<file path="config.mk">
export PLATFORM = sky130hd
export DESIGN_NAME = rwsc_top
export DESIGN_NICKNAME = d
export VERILOG_FILES = /design/src/rwsc_sync2.v /design/src/rwsc_por.v /design/src/rwsc_top.v
export VERILOG_INCLUDE_DIRS = /design/src
export SDC_FILE = /design/constraint.sdc
export NUM_CORES = 1
export LEC_CHECK = 0
export BUFFER_PORTS_ARGS = -buffer_cell sky130_fd_sc_hd__buf_2
export CORE_MARGIN = 2
export CORE_UTILIZATION = 35
export DETAILED_ROUTE_END_ITERATION = 10
export MAX_ROUTING_LAYER = met4
export PLACE_DENSITY_LB_ADDON = 0.12
export SYNTH_ARGS = -nofsm -noshare
export SYNTH_HDL_FRONTEND = slang
export SYNTH_HIERARCHICAL = 1
export SYNTH_SLANG_ARGS = --single-unit
</file>
<file path="constraint.sdc">
create_clock -name core_clk -period 1.99 [get_ports core_clk]
set_input_delay 0.398 -clock core_clk [delete_from_list [all_inputs] [get_ports core_clk]]
set_output_delay 0.398 -clock core_clk [all_outputs]
set_load 0.02 [all_outputs]
</file>
<file path="src/rwsc_map.vh">
/*
  Constants for the reset, wake and strap controller: register offsets,
  field positions, reset values and timing counts.
  Assumes a 50 MHz core clock and a 32-bit classic Wishbone register bus.
*/
// Behaviour
// - external reset low returns all logic and registers to reset state (crossover and speed strap registers keep following their pins)
// - undriven reset pin reads high; internal power-on reset initialises block
// - host writes ignored after power-up, reset or sleep until one read
// - when enabled, wake event asserts the wake indicator output
// - software picks wake indicator polarity and push-pull or open-drain drive
// - wake event and indicator alone never end reduced-power state
// - any host write cycle ends power-saving mode, whatever data written
// - crossover strap high enables auto crossover; low or open disables it
// - default-speed strap latched when reset released, held as link default
// - strap 0 gives 10M half no autoneg; 1 gives 100M half autoneg
// - reference clock 25 MHz from crystal pair or single-ended oscillator
`ifndef RWSC_MAP_VH
`define RWSC_MAP_VH

// ==========================================================
// register offsets (byte addresses)
`define RWSC_ADR_CTRL 8'h00
`define RWSC_ADR_STATUS 8'h04
`define RWSC_ADR_INT_STAT 8'h08
`define RWSC_ADR_INT_MASK 8'h0C
`define RWSC_ADR_BYTE_TEST 8'h10

// ==========================================================
// control fields
`define RWSC_CTRL_WAKE_EN 0
`define RWSC_CTRL_WAKE_POL 1
`define RWSC_CTRL_WAKE_OD 2
`define RWSC_CTRL_SLEEP 3
`define RWSC_CTRL_WAKE_CLR 4
`define RWSC_CTRL_RST 3'h0

// ==========================================================
// status fields
`define RWSC_ST_SLEEP 0
`define RWSC_ST_READ_DONE 1
`define RWSC_ST_WAKE 2
`define RWSC_ST_SPEED100 3
`define RWSC_ST_AUTONEG 4
`define RWSC_ST_FULL_DUPLEX 5
`define RWSC_ST_XOVER 6

// ==========================================================
// interrupt fields
`define RWSC_IRQ_WAKE 0
`define RWSC_IRQ_RESUME 1
`define RWSC_IRQ_WR_DROP 2
`define RWSC_INT_RST 3'h0

// ==========================================================
// pin synchroniser order and idle values
`define RWSC_PIN_EXT_RST 0
`define RWSC_PIN_CS 1
`define RWSC_PIN_WR 2
`define RWSC_PIN_XOVER 3
`define RWSC_PIN_SPEED 4
`define RWSC_PIN_RST 5'h17

// arbitrary pattern for the byte-order test register
`define RWSC_BYTE_TEST_VAL 32'h0A1B_2C3D

// ==========================================================
// timing
`define RWSC_REF_CLK_HZ 25000000
`define RWSC_CLK_PERIOD_NS 20
`define RWSC_POR_TIME_NS 10000
`define RWSC_POR_CYCLES ((`RWSC_POR_TIME_NS + `RWSC_CLK_PERIOD_NS - 1) / `RWSC_CLK_PERIOD_NS)

`endif

</file>
<file path="src/rwsc_sync2.v">
/*
  Two-flip-flop synchroniser for a vector of independent pin levels.
  Assumes each bit is a slow level; no bit relation is kept across bits.
*/
`timescale 1ns/100ps
`include "rwsc_map.vh"

module rwsc_sync2 #(
  parameter WIDTH = 1,
  parameter [WIDTH-1:0] RST_VAL = {WIDTH{1'b0}}
) (
  input wire core_clk,
  input wire reset_n,
  input wire [WIDTH-1:0] pinIn,
  output wire [WIDTH-1:0] pinSync
);

  reg [WIDTH-1:0] meta_q;
  reg [WIDTH-1:0] sync_q;

  always @(posedge core_clk or negedge reset_n) begin
    if (!reset_n) begin
      meta_q <= RST_VAL;
      sync_q <= RST_VAL;
    end else begin
      meta_q <= pinIn;
      sync_q <= meta_q;
    end
  end

  assign pinSync = sync_q;

endmodule

</file>
<file path="src/rwsc_por.v">
/*
  Internal power-on reset: holds busy for a fixed time after reset_n rises.
  Assumes reset_n comes from the supply monitor, asynchronous, active low.
*/
`timescale 1ns/100ps
`include "rwsc_map.vh"

module rwsc_por (
  input wire core_clk,
  input wire reset_n,
  output wire porBusy
);

  localparam integer POR_CYCLES = `RWSC_POR_CYCLES;
  localparam [9:0] POR_LAST = POR_CYCLES[9:0];

  reg [9:0] count_q;
  reg busy_q;

  // counts out the power-on time, independent of the reset pin
  always @(posedge core_clk or negedge reset_n) begin
    if (!reset_n) begin
      count_q <= 10'h000;
      busy_q <= 1'b1;
    end else if (busy_q) begin
      if (count_q == POR_LAST - 10'h001) begin
        busy_q <= 1'b0;
      end
      count_q <= count_q + 10'h001;
    end
  end

  assign porBusy = busy_q;

endmodule

</file>
<file path="src/rwsc_top.v">
/*
  Reset, wake and strap controller with a classic Wishbone register slave.
  Assumes core_clk at 50 MHz, straps and host strobes asynchronous pins,
  and wakeEventIn from logic on core_clk.
*/
// Decided for this implementation: register access over Wishbone and the register offsets.
`timescale 1ns/100ps
`include "rwsc_map.vh"

module rwsc_top #(
  parameter [31:0] BYTE_TEST_VAL = `RWSC_BYTE_TEST_VAL
) (
  input wire core_clk,
  input wire reset_n,
  input wire ext_reset_pin_n,
  input wire chip_select_n,
  input wire write_strobe_n,
  input wire crossover_auto_strap,
  input wire speedStrapIn,
  input wire wakeEventIn,
  input wire ref_osc_in,
  output wire ref_osc_out,
  output wire wake_indicator_out,
  output wire wake_indicator_oe,
  input wire wb_cyc_i,
  input wire wb_stb_i,
  input wire wb_we_i,
  input wire [7:0] wb_adr_i,
  input wire [3:0] wb_sel_i,
  input wire [31:0] wb_dat_i,
  output wire [31:0] wb_dat_o,
  output wire wb_ack_o,
  output wire irqOut,
  output wire crossoverEnable,
  output wire linkSpeed100,
  output wire linkFullDuplex,
  output wire autoNegEnable,
  output wire powerSave,
  output wire coreInReset
);

  // ==========================================================
  // reference oscillator
  // crystal amplifier: the output pin is left open with a single-ended source
  assign ref_osc_out = ~ref_osc_in;

  // ==========================================================
  // pin synchronisers
  wire [4:0] pinRaw;
  wire [4:0] pinSync;
  wire extRstS;
  wire csS;
  wire wrS;
  wire xoverS;
  wire speedS;

  assign pinRaw[`RWSC_PIN_EXT_RST] = ext_reset_pin_n;
  assign pinRaw[`RWSC_PIN_CS] = chip_select_n;
  assign pinRaw[`RWSC_PIN_WR] = write_strobe_n;
  assign pinRaw[`RWSC_PIN_XOVER] = crossover_auto_strap;
  assign pinRaw[`RWSC_PIN_SPEED] = speedStrapIn;

  // external reset, host write strobes and straps cross into core_clk first
  rwsc_sync2 #(
    .WIDTH(5),
    .RST_VAL(`RWSC_PIN_RST)
  ) u_sync (
    .core_clk(core_clk),
    .reset_n(reset_n),
    .pinIn(pinRaw),
    .pinSync(pinSync)
  );

  assign extRstS = pinSync[`RWSC_PIN_EXT_RST];
  assign csS = pinSync[`RWSC_PIN_CS];
  assign wrS = pinSync[`RWSC_PIN_WR];
  assign xoverS = pinSync[`RWSC_PIN_XOVER];
  assign speedS = pinSync[`RWSC_PIN_SPEED];

  // ==========================================================
  // block reset
  wire porBusy;
  wire blockRst;

  rwsc_por u_por (
    .core_clk(core_clk),
    .reset_n(reset_n),
    .porBusy(porBusy)
  );

  // pin low or power-on still counting holds everything but the strap registers in reset
  assign blockRst = ~extRstS | porBusy;
  assign coreInReset = blockRst;

  // ==========================================================
  // bus decode
  reg ack_q;
  reg [31:0] rdat_q;
  reg readDone_q;
  reg sleep_q;
  reg hostWr_q;
  wire busReq;
  wire busRd;
  wire busWr;
  wire hostWrLvl;
  wire hostWrPulse;
  wire resumeNow;
  wire wrAllowed;
  wire wrDropped;
  wire hitCtrl;
  wire hitStatus;
  wire hitIntStat;
  wire hitIntMask;
  wire hitByteTest;

  assign busReq = wb_cyc_i & wb_stb_i & ~ack_q;
  assign busRd = busReq & ~wb_we_i;
  assign busWr = busReq & wb_we_i;

  assign hitCtrl = (wb_adr_i == `RWSC_ADR_CTRL);
  assign hitStatus = (wb_adr_i == `RWSC_ADR_STATUS);
  assign hitIntStat = (wb_adr_i == `RWSC_ADR_INT_STAT);
  assign hitIntMask = (wb_adr_i == `RWSC_ADR_INT_MASK);
  assign hitByteTest = (wb_adr_i == `RWSC_ADR_BYTE_TEST);

  // ==========================================================
  // host write detect and power-save exit
  assign hostWrLvl = ~csS & ~wrS;
  assign hostWrPulse = hostWrLvl & ~hostWr_q;

  always @(posedge core_clk or negedge reset_n) begin
    if (!reset_n) begin
      hostWr_q <= 1'b0;
    end else if (blockRst) begin
      hostWr_q <= 1'b0;
    end else begin
      hostWr_q <= hostWrLvl;
    end
  end

  // any write cycle wakes, whatever address or data
  assign resumeNow = sleep_q & (busWr | hostWrPulse);

  // writes count only once a read has been done since reset or sleep
  assign wrAllowed = busWr & ~sleep_q & readDone_q;
  assign wrDropped = busWr & ~sleep_q & ~readDone_q;

  always @(posedge core_clk or negedge reset_n) begin
    if (!reset_n) begin
      readDone_q <= 1'b0;
    end else if (blockRst) begin
      readDone_q <= 1'b0;
    end else if (busRd) begin
      readDone_q <= 1'b1;
    end else if (resumeNow) begin
      readDone_q <= 1'b0;
    end
  end

  // ==========================================================
  // control register
  reg [2:0] ctrl_q;
  wire wakeEn;
  wire wakePol;
  wire wakeOd;
  wire ctrlWr;
  wire wakeClr;
  wire sleepReq;

  assign ctrlWr = wrAllowed & hitCtrl & wb_sel_i[0];
  assign wakeClr = ctrlWr & wb_dat_i[`RWSC_CTRL_WAKE_CLR];
  assign sleepReq = ctrlWr & wb_dat_i[`RWSC_CTRL_SLEEP];
  assign wakeEn = ctrl_q[`RWSC_CTRL_WAKE_EN];
  assign wakePol = ctrl_q[`RWSC_CTRL_WAKE_POL];
  assign wakeOd = ctrl_q[`RWSC_CTRL_WAKE_OD];

  always @(posedge core_clk or negedge reset_n) begin
    if (!reset_n) begin
      ctrl_q <= `RWSC_CTRL_RST;
    end else if (blockRst) begin
      ctrl_q <= `RWSC_CTRL_RST;
    end else if (ctrlWr) begin
      ctrl_q <= wb_dat_i[2:0];
    end
  end

  // only a host write or a block reset ends sleep; wake events never touch it
  always @(posedge core_clk or negedge reset_n) begin
    if (!reset_n) begin
      sleep_q <= 1'b0;
    end else if (blockRst) begin
      sleep_q <= 1'b0;
    end else if (resumeNow) begin
      sleep_q <= 1'b0;
    end else if (sleepReq) begin
      sleep_q <= 1'b1;
    end
  end

  assign powerSave = sleep_q;

  // ==========================================================
  // wake indicator
  reg wake_q;
  reg wakeOut_q;
  reg wakeOe_q;
  wire wakeSet;
  wire wakeLevel;

  assign wakeSet = wakeEn & wakeEventIn & ~wake_q;

  // set wins over a clear in the same cycle
  always @(posedge core_clk or negedge reset_n) begin
    if (!reset_n) begin
      wake_q <= 1'b0;
    end else if (blockRst) begin
      wake_q <= 1'b0;
    end else if (wakeEn & wakeEventIn) begin
      wake_q <= 1'b1;
    end else if (wakeClr) begin
      wake_q <= 1'b0;
    end
  end

  // polarity selects the asserted level; open-drain only pulls low
  assign wakeLevel = wake_q ? wakePol : ~wakePol;

  always @(posedge core_clk or negedge reset_n) begin
    if (!reset_n) begin
      wakeOut_q <= 1'b1;
      wakeOe_q <= 1'b1;
    end else if (blockRst) begin
      wakeOut_q <= 1'b1;
      wakeOe_q <= 1'b1;
    end else if (wakeOd) begin
      wakeOut_q <= 1'b0;
      wakeOe_q <= ~wakeLevel;
    end else begin
      wakeOut_q <= wakeLevel;
      wakeOe_q <= 1'b1;
    end
  end

  assign wake_indicator_out = wakeOut_q;
  assign wake_indicator_oe = wakeOe_q;

  // ==========================================================
  // straps
  reg speed_q;
  reg xover_q;

  // tracks the pin during reset, frozen from release on
  always @(posedge core_clk or negedge reset_n) begin
    if (!reset_n) begin
      speed_q <= 1'b1;
    end else if (blockRst) begin
      speed_q <= speedS;
    end
  end

  // pulled-down strap: low or open disables crossover
  always @(posedge core_clk or negedge reset_n) begin
    if (!reset_n) begin
      xover_q <= 1'b0;
    end else begin
      xover_q <= xoverS;
    end
  end

  assign crossoverEnable = xover_q;
  // 0: 10M half, no autoneg; 1: 100M half, autoneg
  assign linkSpeed100 = speed_q;
  assign autoNegEnable = speed_q;
  assign linkFullDuplex = 1'b0;

  // ==========================================================
  // interrupts
  reg [2:0] intStat_q;
  reg [2:0] intMask_q;
  reg irq_q;
  wire [2:0] intEvents;
  wire intRdClr;

  assign intEvents[`RWSC_IRQ_WAKE] = wakeSet;
  assign intEvents[`RWSC_IRQ_RESUME] = resumeNow;
  assign intEvents[`RWSC_IRQ_WR_DROP] = wrDropped;
  assign intRdClr = busRd & hitIntStat;

  always @(posedge core_clk or negedge reset_n) begin
    if (!reset_n) begin
      intStat_q <= `RWSC_INT_RST;
    end else if (blockRst) begin
      intStat_q <= `RWSC_INT_RST;
    end else if (intRdClr) begin
      intStat_q <= intEvents;
    end else begin
      intStat_q <= intStat_q | intEvents;
    end
  end

  always @(posedge core_clk or negedge reset_n) begin
    if (!reset_n) begin
      intMask_q <= `RWSC_INT_RST;
    end else if (blockRst) begin
      intMask_q <= `RWSC_INT_RST;
    end else if (wrAllowed & hitIntMask & wb_sel_i[0]) begin
      intMask_q <= wb_dat_i[2:0];
    end
  end

  // irq drops with the rest of the block, not one cycle later
  always @(posedge core_clk or negedge reset_n) begin
    if (!reset_n) begin
      irq_q <= 1'b0;
    end else if (blockRst) begin
      irq_q <= 1'b0;
    end else begin
      irq_q <= |(intStat_q & intMask_q);
    end
  end

  assign irqOut = irq_q;

  // ==========================================================
  // read data and acknowledge
  reg [31:0] rdMux;

  always @* begin
    rdMux = 32'h0000_0000;
    if (hitCtrl) begin
      rdMux[2:0] = ctrl_q;
    end else if (hitStatus) begin
      rdMux[`RWSC_ST_SLEEP] = sleep_q;
      rdMux[`RWSC_ST_READ_DONE] = readDone_q;
      rdMux[`RWSC_ST_WAKE] = wake_q;
      rdMux[`RWSC_ST_SPEED100] = speed_q;
      rdMux[`RWSC_ST_AUTONEG] = speed_q;
      rdMux[`RWSC_ST_FULL_DUPLEX] = 1'b0;
      rdMux[`RWSC_ST_XOVER] = xover_q;
    end else if (hitIntStat) begin
      rdMux[2:0] = intStat_q;
    end else if (hitIntMask) begin
      rdMux[2:0] = intMask_q;
    end else if (hitByteTest) begin
      rdMux = BYTE_TEST_VAL;
    end
  end

  always @(posedge core_clk or negedge reset_n) begin
    if (!reset_n) begin
      ack_q <= 1'b0;
      rdat_q <= 32'h0000_0000;
    end else if (blockRst) begin
      ack_q <= 1'b0;
      rdat_q <= 32'h0000_0000;
    end else begin
      ack_q <= busReq;
      if (busRd) begin
        rdat_q <= rdMux;
      end
    end
  end

  assign wb_ack_o = ack_q;
  assign wb_dat_o = rdat_q;

endmodule

</file>
==> flow_summary.toml <==
[worst_setup_path]
startpoint_type = "flip-flop"
end_kind = "primary output"
critPathSlowestCell = "dfstp_2"
cp_max_fo = 9
crit_arrival_ps = 1390
crit_path_cell_trace = "nor2b_1 -> inv_2 -> buf_2"
crit_path_max_incr_delay_ps = 630
required_ps = 1590
worstSetupPathType = "flip-flop to primary output"

[min_path]
hold_class = "input pin to async pin"

[power]
p_int_mw = 1.38
leakage_nw = 1.25
p_sw_mw = 0.441
clockPowerShare = 0.382
vdd_drop_max_uv = 321
p_per_area_mw_per_mm2 = 713
combinationalPowerShare = 0.088
power_frac_seq = 0.530
sw_frac_of_total = 0.242

[clock_network]
cts_tree = "built"
ctsHoldBuffers = 0
cts_max_level = 2
postCtsSetupBuffers = 0
numClockSinks = 46
numCtsBuffers = 5
path_clk_slew_ps = 90
cts_root_buffer = "clkbuf_8"
ctsLongestPathBuffers = 2
ctsResizeCount = 0
clock_latency_ps = 300

[global_routing]
grt.total_usage = 0.135
grt-ovfl-total = 0
grt_pass1_vias = 1512
grt_pass1_wl_um = 7220
grt_max_degree = 47
antenna_found_initial = 0

[synthesis]
yosysTopAreaCell = "dfrtp_1"
avgSynthCellArea_um2 = 11.0
synth_area_mm2 = 0.00219
synthFlopType = "dfrtp_1"
synth.top_cell.area_share = 0.388
seq_area_frac_synth = 0.531
netlist_instances = 199
synth_fa_ha_area_frac = 0.00570
synth_commonest_cells = "34 x dfrtp_1, 28 x buf_4, 24 x nand2_1, 12 x dfstp_2, 8 x nor3_1"
async_reset_ff_frac = 1.00
synth_compound_area_frac = 0.0753
synth.most_common_cell = "dfrtp_1"
synth_cell_types = 49
synth.area.top_cells = "dfrtp_1 39%, dfstp_2 14%, buf_4 9.6%, nand2_1 4.1%, mux2i_1 2.7%"
ys_seq_elements = 46
synth_xor_xnor_area_share = 0.0399
muxShareOfSynthArea = 0.0428
synth_top_family_by_area = "simple AND/OR/NAND/NOR gates"
yosysWarnings = 6
synth-simple-area-share = 0.186
synth_edf_count = 0

[run_status]
status = "finished clean"

[placement]
place_congestion = 0.726
hpwl_um = 3120
preCtsSetupSlack_ps = 114
port_buffers = 51

[floorplanning]
dieArea_mm2 = 0.00692
fp.dieW_um = 83.2
core_mm2 = 0.00599
pin_count = 99
rows = 28
initial_core_util = 0.366
die_h_um = 83.2

[sta]
fmax_ghz = 0.560
clock_skew_ps = 8.89
layout_min_cycle_time_ps = 1790
rsz0062_at_grt = "no"
setup_viol = 0
tns_ps = 0
whs_ps = 59.1
finalMaxSlewViolations = 0
setup_ws_ps = 203
hold_viol_final = 0
fin_crit_sh = 0.898

[layout]
drive_above_1_share = 0.365
fin_nets = 305
antenna_cells = 0
syn_to_final_growth_pct = 16.6

[drt]
wl_per_cell_um = 13.1
drt_iter0_markers = 89
routed-via-count = 1545
dr.pass1.iters = 4
ant_nets = 0
post-route-drc-count = 0
vias_per_cell = 4.77
wirelength_um = 4230

[job]
drv_cap = 0
## cell type report
cell class | count | area (um2)
Clock buffer | 6 | 72.6
Multi-Input combinational cell | 129 | 832
Sequential cell | 46 | 1170
Inverter | 6 | 22.5
Fill cell | 598 | 3430
Timing Repair Buffer | 60 | 335
Tap cell | 75 | 93.8
Clock inverter | 2 | 37.5
## per-stage QoR
step	util	instances	power [mW]	area (um2)
2_1_floorplan	-	215	1.09	2250
3_3_place_gp	0.409	316	1.15	2450
3_5_place_dp	0.409	316	1.15	2450
4_1_cts	0.427	324	1.85	2560
5_1_grt	0.427	324	1.90	2560
6_report	0.427	324	1.82	2560
## worst paths after layout
check / startpoint / to / slack [ps] / depth (start not counted)
max: u_por/porBusy / coreInReset / 200 / 3
min: reset_n / wb_dat_o[25] / 60 / 2
max reg2reg: wb_ack_o / ctrl_q[1] / 250 / 5
min reg2reg: u_sync/pinSync[3] / crossoverEnable / 350 / 0
max in group asynchronous: reset_n / u_sync/meta_q[0] / 1640 / 2
min in group core_clk: speedStrapIn / u_sync/meta_q[4] / 180 / 1
## critical path, delay by kind of cell (launching register included)
kind	cells	cell delay (ps)
flip-flops	1	630
AND/OR/NAND/NOR	1	90
buffers and inverters	2	360
## sequential cells by signal (all words and copies together) (netlist names)
signal,count
powerSave,1
crossoverEnable,1
u_por/porBusy,1
wake_indicator_oe,1
wake_indicator_out,1
wb_ack_o,1
readDone_q,1
autoNegEnable,1
u_por/count_q,10
hostWr_q,1
ctrl_q,3
intStat_q,3
u_sync/meta_q,5
wb_dat_o,6
irqOut,1
intMask_q,3
wake_q,1
u_sync/pinSync,5
## routing by layer
layer | wire length [um] | GRT usage | up-vias
met4 | 108 | 0.0700 | 0
li1 | - | - | 746
met2 | 1940 | 0.205 | 62
met5 | 0 | - | -
met3 | 279 | 0.0278 | 10
met1 | 1900 | 0.171 | 727
## power by group through the flow
| stage | Combinational (mW) | Clock [mW] | Sequential (mW) |
|---|---|---|---|
| after floorplan | 0.107 | 0 | 0.988 |
| after global placement | 0.161 | 0 | 0.985 |
| after detailed placement | 0.162 | 0 | 0.985 |
| after CTS | 0.163 | 0.723 | 0.968 |
| after global routing | 0.177 | 0.756 | 0.970 |
| final | 0.160 | 0.698 | 0.967 |
## layout by cell type, fill, tap and decap left out, drive strengths merged, types with 3 or more instances in the layout
cell	instances
nor2	8
dfstp	12
or4	3
dfrtp	34
conb	17
nand2	24
xor2	5
xnor2	5
a21oi	4
inv	5
nor4	5
nor3	8
nand3	7
buf	60
nand4	6
mux2i	6
clkbuf	6
## cells by family (layout without fill, tap and decap cells)
family,after synthesis,in the layout
simple gates,71,71
flops,46,46
buf+inv,40,74
compound gates,22,22
xor+xnor,10,10
mux,8,8
fa+ha+maj,1,1
other cells,1,17
(Power assumes the default switching activity.)
